`src/design/nsqc_pkg.sv`:
```
// nsqc_pkg: shared constants and types of the nap/sleep quiesce controller.
// assumes: 32-bit apb register slave, one processor clock at 40 MHz.
package nsqc_pkg;

  // ----------------------------------------------------------------
  // register map
  // ----------------------------------------------------------------
  localparam int unsigned    APB_AW          = 8;
  localparam logic [7:0]     OFS_HW_CONFIG   = 8'h00;
  localparam logic [7:0]     OFS_POWER_SAVE  = 8'h04;
  localparam logic [7:0]     OFS_L2_CONTROL  = 8'h08;
  localparam logic [7:0]     OFS_STATUS      = 8'h0C;

  // power-saving mode bits of hw_config_reg0, plus trigger and l2 enable bit positions
  localparam int unsigned    DOZE_POS        = 8;
  localparam int unsigned    NAP_POS         = 9;
  localparam int unsigned    SLEEP_POS       = 10;
  localparam int unsigned    TRIGGER_POS     = 0;
  localparam int unsigned    L2_ENABLE_POS   = 0;
  localparam logic [2:0]     MODE_RESET      = 3'h0;

  // status register layout
  localparam int unsigned    ST_STATE_LSB    = 0;
  localparam int unsigned    ST_QUIESCE_REQ_N_POS     = 4;
  localparam int unsigned    ST_PLL_POS      = 5;
  localparam int unsigned    ST_DLL_POS      = 6;
  localparam int unsigned    ST_L2RDY_POS    = 7;
  localparam int unsigned    ST_ACKNEG_POS   = 8;

  // ----------------------------------------------------------------
  // timing
  // ----------------------------------------------------------------
  localparam logic [3:0]     SNOOP_NEG_CYCLES = 4'h4;
  localparam logic [3:0]     NEG_SAT          = 4'h8;
  localparam int unsigned    ENTER_CYCLES     = 4;
  localparam int unsigned    RESUME_CYCLES    = 3;
  localparam int unsigned    DLL_RELOCK_CYCLES = 640;
  localparam int unsigned    L2_CLK_COUNT     = 5;

  // ----------------------------------------------------------------
  // state machine
  // ----------------------------------------------------------------
  typedef enum logic [3:0] {
    NSQC_FULL   = 4'h0,
    NSQC_REQ    = 4'h1,
    NSQC_ENTER  = 4'h3,
    NSQC_NAP    = 4'h2,
    NSQC_SNOOP  = 4'h6,
    NSQC_PUSH   = 4'h7,
    NSQC_RESUME = 4'h5,
    NSQC_SLEEP  = 4'h4,
    NSQC_DOZE   = 4'hC
  } nsqc_state_t;

endpackage

```
`src/design/nsqc_pin_sync.sv`:
```
// nsqc_pin_sync: two-flop synchroniser for a group of pin inputs.
// assumes: bits are independent levels; ce_i low freezes both stages.
`timescale 1ns/10ps
module nsqc_pin_sync #(
  parameter int unsigned    W         = 1,
  parameter logic [W-1:0]   RESET_VAL = '0
) (
  input  wire logic         clk_i,
  input  wire logic         reset_n_i,
  input  wire logic         ce_i,
  input  wire logic [W-1:0] d_i,
  output logic      [W-1:0] q_o
);

  logic [W-1:0] meta;
  logic [W-1:0] next_meta;
  logic [W-1:0] next_q;

  always_comb begin
    next_meta = ce_i ? d_i : meta;
    next_q    = ce_i ? meta : q_o;
  end

  always_ff @(posedge clk_i) begin
    if (!reset_n_i) begin
      meta <= RESET_VAL;
      q_o  <= RESET_VAL;
    end else begin
      meta <= next_meta;
      q_o  <= next_q;
    end
  end

endmodule

```
`src/design/nsqc_ctrl.sv`:
```
// nsqc_ctrl: nap, doze and sleep entry/exit; nap and sleep use the quiesce handshake.
// assumes: apb master on clk_i, pins synchronised here, l2 clock = clk_i.
//
// Function
// - ack negated four cycles: nap becomes snooping doze
// - ack back, no push: nap resumes shortly
// - push needed: stay awake until data done
// - wake causes return nap to full power
// - sleep stops units, snooping and time base
// - sleep disables receivers and clock regenerators
// - pll stops when bypassed with reference stopped
// - kill mode stops the pll regardless
// - running pll keeps dll and l2 clocks
// - all state retained while clock frozen
// - request, wait for ack, then sleep
// - sleep needs sleep bit alone plus trigger
// - l2 ready only after 640 relock cycles
// - bus operations complete before nap or sleep
// - single mode bit plus trigger selects mode
// - nap needs nap bit alone plus trigger
// - doze snoop hit enables caches for push
//
// Added by the designer: the APB interface to the registers and the register addresses.
`timescale 1ns/10ps
module nsqc_ctrl
  import nsqc_pkg::*;
#(
  parameter int unsigned ENTER_CNT  = ENTER_CYCLES,
  parameter int unsigned RESUME_CNT = RESUME_CYCLES,
  parameter int unsigned RELOCK_CNT = DLL_RELOCK_CYCLES
) (
  input  wire logic              clk_i,
  input  wire logic              reset_n_i,
  input  wire logic              ce_i,
  input  wire logic              psel_i,
  input  wire logic              penable_i,
  input  wire logic              pwrite_i,
  input  wire logic [APB_AW-1:0] paddr_i,
  input  wire logic [31:0]       pwdata_i,
  output logic      [31:0]       prdata_o,
  output logic                   pready_o,
  output logic                   pslverr_o,
  input  wire logic              quiesce_ack_n_i,
  input  wire logic              addr_tenure_start_n_i,
  input  wire logic              ext_irq_n_i,
  input  wire logic              sys_mgmt_irq_n_i,
  input  wire logic              machine_check_n_i,
  input  wire logic              soft_reset_n_i,
  input  wire logic              pll_cfg_bypass_i,
  input  wire logic              pll_cfg_kill_i,
  input  wire logic              ref_clock_in_active_i,
  input  wire logic              dec_irq_i,
  input  wire logic              perf_irq_i,
  input  wire logic              thermal_irq_i,
  input  wire logic              bus_idle_i,
  input  wire logic              snoop_push_i,
  input  wire logic              push_done_i,
  output logic                   quiesce_req_n_o,
  output logic                   unit_clk_en_o,
  output logic                   snoop_en_o,
  output logic                   cache_en_o,
  output logic                   timebase_en_o,
  output logic                   tau_pmon_en_o,
  output logic                   rcv_en_o,
  output logic                   clk_regen_en_o,
  output logic                   pll_run_o,
  output logic                   dll_en_o,
  output logic [L2_CLK_COUNT-1:0] l2_clk_en_o,
  output logic                   l2_ready_o,
  output logic [3:0]             mode_o
);

  // ----------------------------------------------------------------
  // pin synchronisers
  // ----------------------------------------------------------------
  logic [5:0] pins_n_s;
  logic [2:0] pll_s;
  logic       ack_n_s;
  logic       ts_n_s;
  logic       irq_pin;

  nsqc_pin_sync #(.W(6), .RESET_VAL(6'h3F)) u_sync_n (
    .clk_i     (clk_i),
    .reset_n_i (reset_n_i),
    .ce_i      (ce_i),
    .d_i       ({quiesce_ack_n_i, addr_tenure_start_n_i, ext_irq_n_i,
                 sys_mgmt_irq_n_i, machine_check_n_i, soft_reset_n_i}),
    .q_o       (pins_n_s)
  );

  nsqc_pin_sync #(.W(3), .RESET_VAL(3'h0)) u_sync_pll (
    .clk_i     (clk_i),
    .reset_n_i (reset_n_i),
    .ce_i      (ce_i),
    .d_i       ({pll_cfg_bypass_i, pll_cfg_kill_i, ref_clock_in_active_i}),
    .q_o       (pll_s)
  );

  assign ack_n_s = pins_n_s[5];
  assign ts_n_s  = pins_n_s[4];
  assign irq_pin = ~&pins_n_s[3:0];

  // ----------------------------------------------------------------
  // registers and apb slave
  // ----------------------------------------------------------------
  localparam logic [3:0] ENTER_LAST  = 4'(ENTER_CNT - 1);
  localparam logic [3:0] RESUME_LAST = 4'(RESUME_CNT - 1);
  localparam logic [9:0] RELOCK_LAST = 10'(RELOCK_CNT - 1);

  nsqc_state_t state, next_state;
  logic [2:0]  mode_bits, next_mode_bits;
  logic        trigger, next_trigger;
  logic        l2_enable_bit, next_l2_enable_bit;
  logic [31:0] next_prdata;
  logic [3:0]  neg_cnt, next_neg_cnt;
  logic [3:0]  seq_cnt, next_seq_cnt;
  logic [9:0]  relock_cnt, next_relock_cnt;
  logic        relock_done, next_relock_done;
  logic        wr;
  logic        addr_ok;
  logic        wake_nap;
  logic        wake_sleep;
  logic        mode_ok;

  function automatic logic one_hot3(input logic [2:0] v);
    one_hot3 = (v == 3'h1) || (v == 3'h2) || (v == 3'h4);
  endfunction

  function automatic logic is_reg(input logic [APB_AW-1:0] a, input logic [7:0] ofs);
    is_reg = (a == ofs);
  endfunction

  assign addr_ok   = is_reg(paddr_i, OFS_HW_CONFIG) || is_reg(paddr_i, OFS_POWER_SAVE)
                   || is_reg(paddr_i, OFS_L2_CONTROL) || is_reg(paddr_i, OFS_STATUS);
  assign wr        = psel_i && penable_i && pwrite_i && ce_i && addr_ok;
  assign pready_o  = ce_i;
  assign pslverr_o = psel_i && penable_i && !addr_ok;

  always_comb begin
    next_prdata = prdata_o;
    if (psel_i && ce_i) begin
      next_prdata = 32'h0;
      if (is_reg(paddr_i, OFS_HW_CONFIG)) begin
        next_prdata[SLEEP_POS:DOZE_POS] = mode_bits;
      end
      if (is_reg(paddr_i, OFS_POWER_SAVE)) begin
        next_prdata[TRIGGER_POS] = trigger;
      end
      if (is_reg(paddr_i, OFS_L2_CONTROL)) begin
        next_prdata[L2_ENABLE_POS] = l2_enable_bit;
      end
      if (is_reg(paddr_i, OFS_STATUS)) begin
        next_prdata[ST_STATE_LSB+3:ST_STATE_LSB] = state;
        next_prdata[ST_QUIESCE_REQ_N_POS]   = ~quiesce_req_n_o;
        next_prdata[ST_PLL_POS]    = pll_run_o;
        next_prdata[ST_DLL_POS]    = dll_en_o;
        next_prdata[ST_L2RDY_POS]  = l2_ready_o;
        next_prdata[ST_ACKNEG_POS] = ack_n_s;
      end
    end
  end

  always_comb begin
    next_mode_bits     = mode_bits;
    next_l2_enable_bit = l2_enable_bit;
    next_trigger       = trigger;
    // hardware drops the trigger once a wake returns to full power
    if (ce_i && state != NSQC_FULL && next_state == NSQC_FULL) begin
      next_trigger = 1'b0;
    end
    if (wr && is_reg(paddr_i, OFS_HW_CONFIG)) begin
      next_mode_bits = pwdata_i[SLEEP_POS:DOZE_POS];
    end
    if (wr && is_reg(paddr_i, OFS_POWER_SAVE)) begin
      next_trigger = pwdata_i[TRIGGER_POS];
    end
    if (wr && is_reg(paddr_i, OFS_L2_CONTROL)) begin
      next_l2_enable_bit = pwdata_i[L2_ENABLE_POS];
    end
  end

  // ----------------------------------------------------------------
  // power-state sequencer
  // ----------------------------------------------------------------
  assign mode_ok    = one_hot3(mode_bits) && trigger;
  assign wake_sleep = irq_pin || perf_irq_i || thermal_irq_i;
  assign wake_nap   = wake_sleep || dec_irq_i;

  always_comb begin
    next_neg_cnt = neg_cnt;
    if (ce_i) begin
      next_neg_cnt = !ack_n_s ? 4'h0 : (neg_cnt == NEG_SAT) ? neg_cnt : neg_cnt + 4'h1;
    end
  end

  always_comb begin
    next_state   = state;
    next_seq_cnt = seq_cnt;
    if (ce_i) begin
      next_seq_cnt = seq_cnt + 4'h1;
      case (state)
        NSQC_FULL: begin
          next_seq_cnt = 4'h0;
          if (mode_ok && mode_bits[DOZE_POS-DOZE_POS]) begin
            next_state = NSQC_DOZE;
          end else if (mode_ok) begin
            next_state = NSQC_REQ;
          end
        end
        NSQC_REQ: begin
          next_seq_cnt = 4'h0;
          if (wake_nap) begin
            next_state = NSQC_FULL;
          end else if (!ack_n_s && bus_idle_i) begin
            next_state = NSQC_ENTER;
          end
        end
        NSQC_ENTER: begin
          if (wake_nap) begin
            next_state = NSQC_FULL;
          end else if (seq_cnt == ENTER_LAST) begin
            next_state = mode_bits[SLEEP_POS-DOZE_POS] ? NSQC_SLEEP : NSQC_NAP;
          end
        end
        NSQC_NAP: begin
          if (wake_nap) begin
            next_state = NSQC_FULL;
          end else if (neg_cnt >= SNOOP_NEG_CYCLES) begin
            next_state = NSQC_SNOOP;
          end
        end
        NSQC_SNOOP: begin
          next_seq_cnt = 4'h0;
          if (wake_nap) begin
            next_state = NSQC_FULL;
          end else if (snoop_push_i) begin
            next_state = NSQC_PUSH;
          end else if (!ack_n_s && ts_n_s) begin
            next_state = NSQC_RESUME;
          end
        end
        NSQC_PUSH: begin
          next_seq_cnt = 4'h0;
          if (push_done_i) begin
            next_state = mode_bits[DOZE_POS-DOZE_POS] ? NSQC_DOZE : NSQC_RESUME;
          end
        end
        NSQC_RESUME: begin
          if (wake_nap) begin
            next_state = NSQC_FULL;
          end else if (neg_cnt >= SNOOP_NEG_CYCLES) begin
            next_state = NSQC_SNOOP;
          end else if (seq_cnt == RESUME_LAST) begin
            next_state = NSQC_NAP;
          end
        end
        NSQC_SLEEP: begin
          // decrementer is stopped here, so only the other causes wake
          if (wake_sleep) begin
            next_state = NSQC_FULL;
          end
        end
        NSQC_DOZE: begin
          if (wake_nap) begin
            next_state = NSQC_FULL;
          end else if (snoop_push_i) begin
            next_state = NSQC_PUSH;
          end
        end
        default: begin
          next_state = NSQC_FULL;
        end
      endcase
    end
  end

  // ----------------------------------------------------------------
  // clocks, pll and dll
  // ----------------------------------------------------------------
  assign pll_run_o   = !(pll_s[2] && !pll_s[0]) && !pll_s[1];
  assign dll_en_o    = pll_run_o && l2_enable_bit;
  assign l2_clk_en_o = {L2_CLK_COUNT{dll_en_o}};
  assign l2_ready_o  = dll_en_o && relock_done;

  always_comb begin
    next_relock_cnt  = relock_cnt;
    next_relock_done = relock_done;
    if (ce_i) begin
      if (!dll_en_o) begin
        next_relock_cnt  = 10'h000;
        next_relock_done = 1'b0;
      end else if (!relock_done) begin
        next_relock_cnt  = relock_cnt + 10'h001;
        next_relock_done = (relock_cnt == RELOCK_LAST);
      end
    end
  end

  assign quiesce_req_n_o = (state == NSQC_FULL) || (state == NSQC_DOZE);
  assign unit_clk_en_o   = (state == NSQC_FULL);
  assign snoop_en_o      = !(state == NSQC_ENTER || state == NSQC_NAP
                             || state == NSQC_SLEEP);
  assign cache_en_o      = (state == NSQC_FULL) || (state == NSQC_PUSH);
  assign timebase_en_o   = (state != NSQC_SLEEP);
  assign tau_pmon_en_o   = 1'b1;
  assign rcv_en_o        = !(state == NSQC_NAP || state == NSQC_SLEEP);
  assign clk_regen_en_o  = (state != NSQC_SLEEP);
  assign mode_o          = state;

  always_ff @(posedge clk_i) begin
    if (!reset_n_i) begin
      state         <= NSQC_FULL;
      mode_bits     <= MODE_RESET;
      trigger       <= 1'b0;
      l2_enable_bit <= 1'b0;
      prdata_o      <= 32'h0;
      neg_cnt       <= 4'h0;
      seq_cnt       <= 4'h0;
      relock_cnt    <= 10'h000;
      relock_done   <= 1'b0;
    end else begin
      state         <= next_state;
      mode_bits     <= next_mode_bits;
      trigger       <= next_trigger;
      l2_enable_bit <= next_l2_enable_bit;
      prdata_o      <= next_prdata;
      neg_cnt       <= next_neg_cnt;
      seq_cnt       <= next_seq_cnt;
      relock_cnt    <= next_relock_cnt;
      relock_done   <= next_relock_done;
    end
  end
endmodule

```
`config.mk`:
```
export PLATFORM = sky130hd
export DESIGN_NAME = nsqc_ctrl
export DESIGN_NICKNAME = d
export VERILOG_FILES = /design/src/design/nsqc_pkg.sv /design/src/design/nsqc_pin_sync.sv /design/src/design/nsqc_ctrl.sv
export SDC_FILE = /design/constraint.sdc
export NUM_CORES = 1
export LEC_CHECK = 0
export BUFFER_PORTS_ARGS = -buffer_cell sky130_fd_sc_hd__buf_2
export CORE_MARGIN = 4
export CORE_UTILIZATION = 44
export CTS_BUF_LIST = sky130_fd_sc_hd__clkbuf_2
export DETAILED_ROUTE_END_ITERATION = 7
export GPL_TIMING_DRIVEN = 0
export PLACE_DENSITY_LB_ADDON = 0.25
export SYNTH_ARGS = -nofsm -noshare
export SYNTH_HDL_FRONTEND = slang
export SYNTH_SLANG_ARGS = --single-unit
```
`constraint.sdc`:
```
create_clock -name clk_i -period 2.9 [get_ports clk_i]
set_input_delay 0.58 -clock clk_i [delete_from_list [all_inputs] [get_ports clk_i]]
set_output_delay 0.58 -clock clk_i [all_outputs]
set_load 0.02 [all_outputs]
```
==> qor.csv <==
stage;metric;value;unit
cts;cts_htree_levels;3;
power_and_ir_drop;combinationalPowerShare;12.2;%
logic_synthesis;netlist_area;3020;µm²
cells_and_area;syn_to_final_growth;18.5;%
grt;grt-ovfl-total;0;
routing;drc;0;
logic_synthesis;synth_seq_area_share;37.8;%
placed_design;dpl.hpwl;5.50;mm
cts;post_cts_buffers;0;
power_and_ir_drop;powerDensity;385;nW/µm²
setup_path;max_stage_delay;0.35;ns
logic_synthesis;synth_common_cells;57 x dfxtp_1, 52 x nor2_1, 40 x nand2_1;
routing;ant_nets;0;
cts;clock_path_buffers;2;
routing;drt_iter0_markers;158;
setup_path;cp_num_buf_inv;3;
placed_design;io_buffers;62;
cts;cts_resized;0;
hold_path;min_to;u_sync_n.meta[3];
logic_synthesis;synth_top_cell_by_area;dfxtp_1;
timing;finalCritPeriodShare;86.5;%
power_and_ir_drop;power_switching;0.400;mW
timing;fin_hold_ws;0.322;ns
logic_synthesis;avgSynthCellArea;8.29;µm²
cts;cts_buffers;9;
setup_path;worstPathMaxFanout;10;
routing;vias;2761;
power_and_ir_drop;irDropWorstVdd;0.268;mV
timing;fin_ws;0.390;ns
setup_path;cp_top_family;buffers and inverters;
timing;finClkSkew;0.0195;ns
cells_and_area;fillCellCount;627;
setup_path;required;2.32;ns
flow_run;maxCapViolations;0;
timing;tns;0;ns
logic_synthesis;ys_ff_latch;57;
setup_path;r2r_slack;0.93;ns
timing;rsz0062_at_grt;false;
hold_path;hold_start;ext_irq_n_i;
cts;cts-hold-fix-buffers;0;
power_and_ir_drop;netSwitchingFraction;29.1;%
cts;clkSinkCount;57;
setup_path;startpoint_type;flip-flop;
grt;grt_pass1_vias;2529;
floorplanning;num_rows;29;
placed_design;placed_area;3500;µm²
setup_path;crit_path_start;u_sync_pll.q_o[2];
power_and_ir_drop;p_leak;1.60;nW
grt;antenna_found_initial;0;
routing;via_per_inst;5.13;
logic_synthesis;async_flop_share;0;%
run_status;outcome;finished, final reports clean;
grt;grt_pass1_wl;12.0;mm
timing;drv_slew;0;
cts;cts_tree;yes;
timing;finalCriticalPeriod;2.51;ns
logic_synthesis;synth_area_leaders;dfxtp_1 38%, buf_4 7.2%, nor2_1 6.5%;
timing;hold_viol_final;0;
timing;max_freq;398;MHz
setup_path;reg2reg_to;trigger;
setup_path;path_class;reg -> out;
floorplanning;die_h;90.8;µm
cells_and_area;drive_gt1_share;27.1;%
timing;slew_headroom;58.2;%
placed_design;dp_slack;0.739;ns
floorplanning;core-area;6490;µm²
setup_path;slowest_stage;clkbuf_1;
power_and_ir_drop;internal_power;0.977;mW
routing;post_drt_wl_per_cell;13.6;µm
cts;clock_latency;0.48;ns
timing;setup_violations;0;
power_and_ir_drop;seqPwrFrac;58.8;%
routing;postRouteWirelength;7.33;mm
logic_synthesis;yosysWarnings;0;
grt;grt_max_degree;11;
setup_path;crit_chain;nor2b_1, nor2_1, and2_1, clkbuf_1, buf_4, buf_2;
setup_path;worst-r2r-cell-count;8;
power_and_ir_drop;clkPwrFrac;29.1;%
grt;grt.total_usage;17.9;%
routing;drt_first_pass_iters;4;
logic_synthesis;synth_ff_type;dfxtp_1;
floorplanning;initial_core_util;46.4;%
floorplanning;dieArea;8240;µm²
floorplanning;io_pins;115;
cts;root_buffer;clkbuf_2;
setup_path;end_kind;primary output;
cts;clk_pin_slew;0.15;ns
logic_synthesis;synth_most_common_cell;dfxtp_1;
logic_synthesis;synth.top_cell.area_share;37.8;%
timing;tightest_slew;0.624;ns
floorplanning;dieWidth;90.8;µm
logic_synthesis;synth.distinct_cells;56;
setup_path;reg2reg_from;seq_cnt[0];
cells_and_area;n_antenna_cell;0;
hold_path;min_path_type;in -> reg;
placed_design;gp_congestion;0.906;
logic_synthesis;synth_enable_flop_cells;0;
cells_and_area;fin_nets;523;
setup_path;cp.arrival;1.93;ns
hold_path;worstHoldPathCells;3;
cells_and_area;design_area;3570;µm²
logic_synthesis;synth_cells;364;
-- state kept, by name (all words and copies together) (netlist names) --
signal,count
u_sync_n.q_o,6
u_sync_n.meta,6
seq_cnt,4
trigger,1
u_sync_pll.meta,3
neg_cnt,4
relock_done,1
u_sync_pll.q_o,3
prdata_o,11
mode_o,4
mode_bits,3
l2_enable_bit,1
relock_cnt,10
-- worst min-delay path, cell delays in order --
cell,delay (ns)
buf_2,0.07
mux2i_1,0.05
nand2_1,0.06
-- power groups by stage --
stage / Combinational [mW] / Sequential (mW) / Clock [mW]
6_report: 0.168 / 0.809 / 0.400
5_1_grt: 0.185 / 0.812 / 0.452
4_1_cts: 0.167 / 0.809 / 0.410
3_5_place_dp: 0.166 / 0.826 / 0
3_3_place_gp: 0.163 / 0.825 / 0
2_1_floorplan: 0.120 / 0.823 / 0
-- layout make-up --
cell class | count | area (µm²) | area share (%)
repair buffers | 62 | 310 | 8.68
clock inverters | 4 | 21.3 | 0.595
inverters | 11 | 41.3 | 1.16
clock buffers | 11 | 55.1 | 1.54
well taps | 77 | 96.3 | 2.70
flip-flops and latches | 57 | 1140 | 31.9
multi-input cells | 268 | 1600 | 44.8
plain buffers | 48 | 308 | 8.61
-- logic make-up (layout without fill, tap and decap cells) --
logic type	after synthesis	count (layout)	share of synthesized area, %
muxes	19	19	6.30
adders and majority gates	6	6	2.41
and+or+nand+nor	151	151	24.6
buffers and inverters	59	136	11.6
xor gates and xnor gates	13	13	3.77
other	2	22	0.249
AOI/OAI and AO/OA	57	57	13.3
DFF	57	57	37.8
-- metal layers --
layer / share of wire, % / up-vias / global-route usage, %
li1: - / 1394 / -
met1: 46 / 1234 / 23.0
met2: 44 / 117 / 28.1
met3: 8.3 / 16 / 4.92
met4: 1.7 / 0 / 7.41
met5: 0 / - / 0
-- cell usage in the layout (no fill, tap or decap), types with 4 or more instances in the layout --
cell	count
nand3_1	12
nor4_1	4
o21ai_0	6
clkbuf_1	9
xor2_1	9
a22oi_1	10
nand2_1	40
xnor2_1	4
clkbuf_2	11
a211oi_1	5
nand2b_1	4
mux2i_1	19
a21oi_1	12
ha_1	5
nor3_1	4
dfxtp_1	57
buf_2	71
conb_1	22
inv_1	9
nor2b_1	4
nor2_1	52
buf_4	29
nand4_1	6
-- how the worst max path moves through the flow --
stage,cells past startpoint,slack (ns),to
after floorplan,5,0.76,l2_clk_en_o[0]
after global placement,8,0.83,prdata_o[8]
after detailed placement,8,0.74,prdata_o[8]
after CTS,6,0.36,l2_clk_en_o[1]
after global routing,5,0.21,rcv_en_o
final,6,0.39,l2_clk_en_o[1]
-- per-stage QoR --
stage	utilization (%)	total power, mW	cells
6_report	55.0	1.38	538
5_1_grt	55.0	1.45	538
4_1_cts	55.0	1.39	538
3_5_place_dp	53.9	0.992	523
3_3_place_gp	53.9	0.989	523
2_1_floorplan	-	0.944	384
No activity file was read; power rests on OpenSTA's default activity.
